===== src/design/elcr_defs.svh =====
// register indices, field positions, reset values of the echo limiter configuration bank
`ifndef ELCR_DEFS_SVH
`define ELCR_DEFS_SVH

// register indices; byte address on the bus is four times the index
`define ELCR_IDX_FW_REV 6'h03
`define ELCR_IDX_ASH 6'h1d
`define ELCR_IDX_RL1 6'h24
`define ELCR_IDX_RL2 6'h25
`define ELCR_IDX_SL 6'h26
`define ELCR_IDX_CTRL 6'h30

// reset values
`define ELCR_ASH_RESET 8'h08
`define ELCR_RL1_RESET 8'h80
`define ELCR_RL2_RESET 8'h3e
`define ELCR_SL_RESET 8'h3d
`define ELCR_CTRL_RESET 8'h00
`define ELCR_RX_LIMIT_RESET 16'h1f40

// field positions
`define ELCR_RL1_BIT 7
`define ELCR_SL_MSB 7
`define ELCR_SL_LSB 3
`define ELCR_FW_LSB 5
`define ELCR_CTRL_USC_BIT 0
`define ELCR_RX_SHIFT 6
`define ELCR_ASH_MAX 8'h7f

`endif


===== src/design/elcr_pkg.sv =====
// types shared by the echo limiter configuration bank
package elcr_pkg;

  typedef enum logic [1:0] {
    ELCR_RESP_OKAY = 2'h0,
    ELCR_RESP_SLVERR = 2'h2
  } elcr_resp_t;

  typedef logic [5:0] elcr_idx_t;

endpackage : elcr_pkg


===== src/design/elcr_config_regs.sv =====
// echo limiter configuration register bank with an AXI4-Lite slave port
//
// Our own choice: the AXI4-Lite slave port.
`timescale 1ns/1ps
`include "elcr_defs.svh"

module elcr_config_regs #(
  // arbitrary revision value
  parameter logic [2:0] FW_REVISION = 3'h2
) (
  // clock and reset
  input wire logic clk_i,
  input wire logic reset_i,
  // axi4-lite write address
  input wire logic [7:0] s_axi_awaddr_i,
  input wire logic s_axi_awvalid_i,
  output logic s_axi_awready_o,
  // axi4-lite write data
  input wire logic [31:0] s_axi_wdata_i,
  input wire logic [3:0] s_axi_wstrb_i,
  input wire logic s_axi_wvalid_i,
  output logic s_axi_wready_o,
  // axi4-lite write response
  output logic [1:0] s_axi_bresp_o,
  output logic s_axi_bvalid_o,
  input wire logic s_axi_bready_i,
  // axi4-lite read address
  input wire logic [7:0] s_axi_araddr_i,
  input wire logic s_axi_arvalid_i,
  output logic s_axi_arready_o,
  // axi4-lite read data
  output logic [31:0] s_axi_rdata_o,
  output logic [1:0] s_axi_rresp_o,
  output logic s_axi_rvalid_o,
  input wire logic s_axi_rready_i,
  // adaptation engine
  input wire logic [15:0] line_adapt_speed_i,
  input wire logic line_adapt_update_i,
  output logic [7:0] line_adapt_speed_high_o,
  output logic user_speed_control_o,
  // limiter thresholds
  output logic [15:0] receive_limit_o,
  output logic [4:0] send_limit_threshold_o
);

  ////////////////////////////////////////////////////////////////////////////////
  // helpers

  function automatic logic idx_known(input elcr_pkg::elcr_idx_t idx);
    idx_known = (idx == `ELCR_IDX_FW_REV) || (idx == `ELCR_IDX_ASH) || (idx == `ELCR_IDX_RL1) ||
                (idx == `ELCR_IDX_RL2) || (idx == `ELCR_IDX_SL) || (idx == `ELCR_IDX_CTRL);
  endfunction : idx_known

  // saturate an unsigned speed byte into the positive seven-bit range
  function automatic logic [7:0] clamp_speed(input logic [7:0] b);
    clamp_speed = b[7] ? `ELCR_ASH_MAX : b;
  endfunction : clamp_speed

  ////////////////////////////////////////////////////////////////////////////////
  // storage

  logic [7:0] ash_reg, ash_next;
  logic rl1_reg, rl1_next;
  logic [7:0] rl2_reg, rl2_next;
  logic [4:0] sl_reg, sl_next;
  logic usc_reg, usc_next;

  // reset words kept whole so each field is sliced out at its own width
  localparam logic [7:0] RL1_RESET = `ELCR_RL1_RESET;
  localparam logic [7:0] SL_RESET = `ELCR_SL_RESET;
  localparam logic [7:0] CTRL_RESET = `ELCR_CTRL_RESET;

  logic aw_held_reg, aw_held_next;
  elcr_pkg::elcr_idx_t aw_idx_reg, aw_idx_next;
  logic w_held_reg, w_held_next;
  logic [7:0] w_data_reg, w_data_next;
  logic w_lane0_reg, w_lane0_next;
  logic bvalid_reg, bvalid_next;
  elcr_pkg::elcr_resp_t bresp_reg, bresp_next;
  logic rvalid_reg, rvalid_next;
  logic [31:0] rdata_reg, rdata_next;
  elcr_pkg::elcr_resp_t rresp_reg, rresp_next;

  logic do_write;
  logic write_ok;
  elcr_pkg::elcr_idx_t ar_idx;

  assign do_write = aw_held_reg && w_held_reg && !bvalid_reg;
  assign ar_idx = s_axi_araddr_i[7:2];
  // the speed byte only accepts software writes once software owns it
  assign write_ok = idx_known(aw_idx_reg) && (aw_idx_reg != `ELCR_IDX_FW_REV) &&
                    ((aw_idx_reg != `ELCR_IDX_ASH) || usc_reg);

  assign s_axi_awready_o = !aw_held_reg && !bvalid_reg;
  assign s_axi_wready_o = !w_held_reg && !bvalid_reg;
  assign s_axi_bvalid_o = bvalid_reg;
  assign s_axi_bresp_o = bresp_reg;
  assign s_axi_arready_o = !rvalid_reg;
  assign s_axi_rvalid_o = rvalid_reg;
  assign s_axi_rdata_o = rdata_reg;
  assign s_axi_rresp_o = rresp_reg;

  ////////////////////////////////////////////////////////////////////////////////
  // bus slave

  always_comb begin
    aw_held_next = aw_held_reg;
    aw_idx_next = aw_idx_reg;
    w_held_next = w_held_reg;
    w_data_next = w_data_reg;
    w_lane0_next = w_lane0_reg;
    bvalid_next = bvalid_reg;
    bresp_next = bresp_reg;
    rvalid_next = rvalid_reg;
    rdata_next = rdata_reg;
    rresp_next = rresp_reg;
    if (s_axi_awvalid_i && s_axi_awready_o) begin
      aw_held_next = 1'b1;
      aw_idx_next = s_axi_awaddr_i[7:2];
    end
    if (s_axi_wvalid_i && s_axi_wready_o) begin
      w_held_next = 1'b1;
      w_data_next = s_axi_wdata_i[7:0];
      w_lane0_next = s_axi_wstrb_i[0];
    end
    if (do_write) begin
      aw_held_next = 1'b0;
      w_held_next = 1'b0;
      bvalid_next = 1'b1;
      bresp_next = write_ok ? elcr_pkg::ELCR_RESP_OKAY : elcr_pkg::ELCR_RESP_SLVERR;
    end else if (bvalid_reg && s_axi_bready_i) begin
      bvalid_next = 1'b0;
    end
    if (s_axi_arvalid_i && s_axi_arready_o) begin
      rvalid_next = 1'b1;
      rresp_next = idx_known(ar_idx) ? elcr_pkg::ELCR_RESP_OKAY : elcr_pkg::ELCR_RESP_SLVERR;
      rdata_next = 32'h0000_0000;
      unique case (ar_idx)
        `ELCR_IDX_FW_REV: rdata_next[7:`ELCR_FW_LSB] = FW_REVISION;
        `ELCR_IDX_ASH: rdata_next[7:0] = ash_reg;
        `ELCR_IDX_RL1: rdata_next[`ELCR_RL1_BIT] = rl1_reg;
        `ELCR_IDX_RL2: rdata_next[7:0] = rl2_reg;
        `ELCR_IDX_SL: rdata_next[7:0] = {sl_reg, SL_RESET[`ELCR_SL_LSB-1:0]};
        `ELCR_IDX_CTRL: rdata_next[`ELCR_CTRL_USC_BIT] = usc_reg;
        default: rdata_next = 32'h0000_0000;
      endcase
    end else if (rvalid_reg && s_axi_rready_i) begin
      rvalid_next = 1'b0;
    end
  end

  always_ff @(posedge clk_i) begin
    if (reset_i) begin
      aw_held_reg <= 1'b0;
      aw_idx_reg <= 6'h00;
      w_held_reg <= 1'b0;
      w_data_reg <= 8'h00;
      w_lane0_reg <= 1'b0;
      bvalid_reg <= 1'b0;
      bresp_reg <= elcr_pkg::ELCR_RESP_OKAY;
      rvalid_reg <= 1'b0;
      rdata_reg <= 32'h0000_0000;
      rresp_reg <= elcr_pkg::ELCR_RESP_OKAY;
    end else begin
      aw_held_reg <= aw_held_next;
      aw_idx_reg <= aw_idx_next;
      w_held_reg <= w_held_next;
      w_data_reg <= w_data_next;
      w_lane0_reg <= w_lane0_next;
      bvalid_reg <= bvalid_next;
      bresp_reg <= bresp_next;
      rvalid_reg <= rvalid_next;
      rdata_reg <= rdata_next;
      rresp_reg <= rresp_next;
    end
  end

  ////////////////////////////////////////////////////////////////////////////////
  // configuration registers

  always_comb begin
    ash_next = ash_reg;
    rl1_next = rl1_reg;
    rl2_next = rl2_reg;
    sl_next = sl_reg;
    usc_next = usc_reg;
    // hardware tracks the speed until software claims it
    if (!usc_reg && line_adapt_update_i) begin
      ash_next = clamp_speed(line_adapt_speed_i[15:8]);
    end
    if (do_write && write_ok && w_lane0_reg) begin
      unique case (aw_idx_reg)
        `ELCR_IDX_ASH: ash_next = clamp_speed(w_data_reg);
        `ELCR_IDX_RL1: rl1_next = w_data_reg[`ELCR_RL1_BIT];
        `ELCR_IDX_RL2: rl2_next = w_data_reg;
        `ELCR_IDX_SL: sl_next = w_data_reg[`ELCR_SL_MSB:`ELCR_SL_LSB];
        `ELCR_IDX_CTRL: usc_next = w_data_reg[`ELCR_CTRL_USC_BIT];
        default: usc_next = usc_reg;
      endcase
    end
  end

  always_ff @(posedge clk_i) begin
    if (reset_i) begin
      ash_reg <= `ELCR_ASH_RESET;
      rl1_reg <= RL1_RESET[`ELCR_RL1_BIT];
      rl2_reg <= `ELCR_RL2_RESET;
      sl_reg <= SL_RESET[`ELCR_SL_MSB:`ELCR_SL_LSB];
      usc_reg <= CTRL_RESET[`ELCR_CTRL_USC_BIT];
    end else begin
      ash_reg <= ash_next;
      rl1_reg <= rl1_next;
      rl2_reg <= rl2_next;
      sl_reg <= sl_next;
      usc_reg <= usc_next;
    end
  end

  assign line_adapt_speed_high_o = ash_reg;
  assign user_speed_control_o = usc_reg;
  assign receive_limit_o = {1'b0, rl2_reg, rl1_reg, 6'h00};
  assign send_limit_threshold_o = sl_reg;
endmodule : elcr_config_regs


===== config.mk =====
export PLATFORM = sky130hd
export DESIGN_NAME = elcr_config_regs
export DESIGN_NICKNAME = d
export VERILOG_FILES = /design/src/design/elcr_pkg.sv /design/src/design/elcr_config_regs.sv
export VERILOG_INCLUDE_DIRS = /design/src /design/src/design
export SDC_FILE = /design/constraint.sdc
export NUM_CORES = 1
export LEC_CHECK = 0
export BUFFER_PORTS_ARGS = -buffer_cell sky130_fd_sc_hd__clkbuf_2
export CAP_MARGIN = 10
export CORE_MARGIN = 1
export CORE_UTILIZATION = 30
export CTS_CLUSTER_DIAMETER = 30
export DETAILED_ROUTE_END_ITERATION = 10
export REMOVE_ABC_BUFFERS = 1
export SYNTH_ARGS = -nofsm -noshare
export SYNTH_HDL_FRONTEND = slang
export SYNTH_SLANG_ARGS = --single-unit

===== constraint.sdc =====
create_clock -name clk_i -period 1.8 [get_ports clk_i]
set_clock_uncertainty 0.1 [all_clocks]
set_input_delay 0.36 -clock clk_i [delete_from_list [all_inputs] [get_ports clk_i]]
set_output_delay 0.36 -clock clk_i [all_outputs]
set_load 0.1 [all_outputs]

Word level (Yosys, flattened, before mapping)
Index checks and enable logic that the tools add are counted.
{"block": "op_classes", "eq_ne": 14, "n_mux": 15, "reduce_logical": 37}
{"operator": "$eq A6 B6 Y1 const B", "count": 8}
{"operator": "$mux W8", "count": 3}
{"operator": "$logic_and A1 B1 Y1", "count": 14}
{"operator": "$mux W7", "count": 2}
{"operator": "$eq A6 B2 Y1 const B", "count": 2}
{"operator": "$eq A6 B5 Y1 const B", "count": 2}
{"operator": "$pmux W4 S3", "count": 1}
{"operator": "$logic_or A1 B1 Y1", "count": 11}
{"operator": "$pmux W1 S4", "count": 2}
{"operator": "$pmux W2 S4", "count": 1}
{"operator": "$reduce_and A2 Y1", "count": 4}
{"operator": "$ne A6 B2 Y1 const B", "count": 1}
{"operator": "$ne A6 B5 Y1 const B", "count": 1}
{"operator": "$logic_not A1 Y1", "count": 5}
{"operator": "$mux W1", "count": 4}
{"operator": "$mux W2", "count": 2}
{"operator": "$reduce_bool A2 Y1", "count": 2}
{"operator": "$reduce_or A2 Y1", "count": 1}
{"block": "word_totals", "register_bits": 54, "in_bits": 76, "output_inout_bits": 71, "word_cells": 81}

Logic depth before layout (Yosys ltp)
{"block": "depth", "word_depth": 11, "mapped_depth": 6, "ltp_nobuf": 4}

Least setup slack after synthesis
No wires, ideal clock.
{"block": "synth_path", "path_type": "register to register", "start": "reg bvalid_reg, in the netlist s_axi_bvalid_o", "end": "reg w_data_reg[0]", "setup_ns": 0.132, "t_arrival_ns": 2.809, "t_required_ns": 1.568, "slack_ns": -1.241, "stages_incl_launch_ff": 5, "n_path_buf": 0, "period_less_slack_ns": 3.041, "cell_sequence": "dfxtp_1 -> nor2_1 -> nand2_1 -> nand2_1 -> a21oi_1"}
{"block": "synth_between", "elab_chain_len": 3}
{"item": "start: declaration", "line": "elcr_config_regs.sv:78", "text": "logic bvalid_reg, bvalid_next;"}
{"item": "start signal: assignment", "line": "elcr_config_regs.sv:170", "text": "bvalid_reg <= bvalid_next;"}
{"item": "$logic_not A1 Y1", "line": "elcr_config_regs.sv:95", "text": "assign s_axi_wready_o = !w_held_reg && !bvalid_reg;"}
{"item": "$logic_and A1 B1 Y1", "line": "elcr_config_regs.sv:95"}
{"item": "net s_axi_wready_o", "line": "elcr_config_regs.sv:22", "text": "output logic s_axi_wready_o,"}
{"item": "$logic_and A1 B1 Y1", "line": "elcr_config_regs.sv:121", "text": "if (s_axi_wvalid_i && s_axi_wready_o) begin"}
{"item": "end signal: assignment", "line": "elcr_config_regs.sv:168", "text": "w_data_reg <= w_data_next;"}
{"item": "end: declaration", "line": "elcr_config_regs.sv:76", "text": "logic [7:0] w_data_reg, w_data_next;"}
The timed path passes the listed nets, and every way through them passes these cells.
A chain may end at the register's enable or synchronous reset.

Worst setup path after layout
{"block": "layout_path", "start": "reg bvalid_reg, in the netlist s_axi_bvalid_o", "end": "out s_axi_wready_o"}
{"block": "layout_between", "elab_chain_len": 2}
{"item": "$logic_not A1 Y1", "line": "elcr_config_regs.sv:95"}
{"item": "$logic_and A1 B1 Y1", "line": "elcr_config_regs.sv:95"}
{"item": "end: declaration", "line": "elcr_config_regs.sv:22"}
Every way passes these cells.

==> results.yml <==
synth:
  syn_inst: 306
  yosys_warnings: 0
  ys.flop_type: "dfxtp_1"
  synth_common_cells: "52 x dfxtp_1, 45 x nor2_1, 34 x buf_4, 23 x a21oi_1, 23 x nand2_1"
  yosys.area.top_type: "dfxtp_1"
  synth_top_area_share_pct: 39.4
  synth.cell_area_mm2: 0.00264
  synth_area_leaders: "dfxtp_1 39%, buf_4 9.7%, nor2_1 6.4%, mux2i_1 4.5%, a21oi_1 4.4%"
  avgSynthCellArea_um2: 8.63
  synth-async-reset-ratio_pct: 0
  synth_edf_count: 0
  yosysMostFrequentCell: "dfxtp_1"
  ys_seq_elements: 52
  seq_area_frac_synth_pct: 39.4
  ys_types: 49
routing:
  drt-total-wl_um: 6370
  vias_per_cell: 4.61
  first_pass_iters: 4
  wl_per_cell_um: 13.1
  postRouteAntennaNets: 0
  drc: 0
  vias: 2248
  drt_iter0_drc: 149
clock_tree:
  clk_pin_slew_ps: 90
  htreeDepth: 2
  cts_tree: "built"
  holdBufCountCts: 0
  cts.sinks: 52
  numCtsBuffers: 5
  clock_path_buffers: 2
  clock_latency_ps: 290
  cts_root_buf: "clkbuf_8"
final_layout:
  synthToLayoutAreaGrowth_pct: 21.2
  nFillCells: 880
  drive_above_1_share_pct: 28.5
  fin_area_mm2: 0.00320
  final_util_pct: 38.2
  antenna_cells: 0
  multi_input_area_mm2: 0.00136
  seqCellArea_mm2: 0.00104
  nNetsFinal: 458
power:
  power_density_mw_per_mm2: 930
  p_int_w: 0.00180
  power_w: 0.00298
  peakVddDrop_uv: 446
  power_switching_w: 0.00118
  clockPowerShare_pct: 26.4
  p_sw_share_pct: 39.7
  leakagePower_nw: 1.43
  p_seq_share_pct: 42.6
  p_comb_share_pct: 31.0
hold_path:
  hold_path_end: "s_axi_rvalid_o$_SDFFE_PP0P_"
  holdPathStages: 2
  hold_start: "s_axi_rready_i"
  hp-class: "primary input to flip-flop"
timing:
  tightestPinTransition_ps: 563
  slew_violations: 0
  slew_headroom_pct: 62.6
  fin_crit_sh_pct: 94.6
  tns_ps: 0
  worst_hold_slack_ps: 132
  max_freq_ghz: 0.588
  period_minus_slack_ps: 1700
  hold_violations: 0
  rsz0062_at_grt: "no"
  setup_violations: 0
critical_path:
  crit_required_ps: 1340
  start_kind: "flip-flop"
  r2r_end: "line_adapt_speed_high_o[3]$_SDFF_PP1_"
  cp.arrival_ps: 1240
  crit_path_end_kind: "primary output"
  r2r_setup_slack_ps: 130
  reg2reg_depth: 5
  criticalPathCategory: "flip-flop to primary output"
  crit-reg2reg-launch: "aw_idx_reg[4]$_SDFFE_PP0P_"
  worstPathMaxFanout: 6
grt:
  grt_max_degree: 58
  grt_pass1_vias: 2077
  antenna_found_initial: 0
  grt-ovfl-total: 0
  grtUsageTotal_pct: 14.2
  grt_pass1_wl_um: 10200
floorplan:
  die_h_um: 95.8
  coreArea_mm2: 0.00838
  die_w_um: 95.8
  ios: 147
  dieArea_mm2: 0.00918
  start_util_pct: 31.5
  rows: 33
placed_design:
  dp_hpwl_um: 4810
  routabilityCongestion: 0.762
  io_buffer_count: 74
  postPlaceCellArea_mm2: 0.00309
status:
  outcome: "completed"
job:
  max_cap_viol_count: 0
## how the worst max path moves through the flow
stage,startpoint,endpoint
2_1_floorplan,s_axi_bvalid_o$_SDFFE_PP0P_,w_data_reg[0]$_SDFFE_PP0P_
3_3_place_gp,aw_idx_reg[4]$_SDFFE_PP0P_,line_adapt_speed_high_o[3]$_SDFF_PP1_
3_5_place_dp,aw_idx_reg[4]$_SDFFE_PP0P_,line_adapt_speed_high_o[3]$_SDFF_PP1_
4_1_cts,aw_idx_reg[4]$_SDFFE_PP0P_,line_adapt_speed_high_o[3]$_SDFF_PP1_
5_1_grt,aw_idx_reg[4]$_SDFFE_PP0P_,line_adapt_speed_high_o[3]$_SDFF_PP1_
6_report,s_axi_bvalid_o$_SDFFE_PP0P_,s_axi_wready_o
## layout by cell type (no fill, tap or decap), types with 2 or more instances in the layout
| master | instances |
|---|---|
| conb_1 | 33 |
| nand2b_1 | 4 |
| nor4_1 | 3 |
| nor3b_1 | 2 |
| nor3b_2 | 2 |
| a21oi_1 | 23 |
| dfxtp_1 | 49 |
| nor2_1 | 45 |
| dfxtp_2 | 3 |
| nor2b_1 | 11 |
| a32oi_1 | 2 |
| buf_4 | 14 |
| a221oi_1 | 6 |
| clkbuf_8 | 5 |
| buf_12 | 4 |
| clkbuf_2 | 71 |
| nand3b_1 | 3 |
| o21bai_1 | 2 |
| mux2i_1 | 12 |
| nor4_4 | 2 |
| nand2_1 | 23 |
| inv_1 | 4 |
| o21ai_1 | 6 |
| a211o_1 | 11 |
| a211oi_1 | 4 |
| a22o_1 | 4 |
| nor3_1 | 11 |
## area by class of cell
cell class	instances	share of cell area (%)
multi-input combinational	230	42.5
sequential	52	32.6
timing repair buffer	89	16.9
tap	105	4.10
clock buffer	6	2.27
clock inverter	2	1.09
inverter	4	0.469
## timing repair
action	in CTS	in global routing
gates resized for setup	0	3
setup buffers	0	0
endpoints found under the setup margin	0	1
## cell families after synthesis
| group | share of synthesized area, % |
|---|---|
| simple gates | 25.0 |
| compound gates | 17.3 |
| buf+inv | 13.6 |
| flops | 39.4 |
| mux | 4.55 |
| other cells | 0.142 |
## power groups by stage
stage / combinational (W) / sequential (W) / clock [W]
detailed placement: 0.000924 / 0.00130 / 0
CTS: 0.000925 / 0.00127 / 0.000810
global route: 0.000975 / 0.00128 / 0.000868
global placement: 0.000917 / 0.00129 / 0
floorplan: 0.000528 / 0.00150 / 0
finish: 0.000923 / 0.00127 / 0.000785
## per-stage QoR
stage,instances,worst slack (ps)
final,488,98.0
after CTS,488,66.9
after global placement,480,117
after global routing,488,7.39
after floorplan,286,-1230
after detailed placement,480,87.3
## critical path, cell delays in order (launching register included)
cell and delay [ps]:
dfxtp_1 330, buf_4 150, nor2_1 250, buf_12 220
## routing by layer
| layer | global-route usage [%] | vias up | part of all wire (%) |
|---|---|---|---|
| met3 | 3.08 | 4 | 5.9 |
| met1 | 19.0 | 1015 | 46 |
| met4 | 2.61 | 0 | 0.46 |
| met5 | 0 | - | 0 |
| met2 | 23.7 | 77 | 47 |
| li1 | - | 1152 | - |
(Power assumes the default switching activity.)
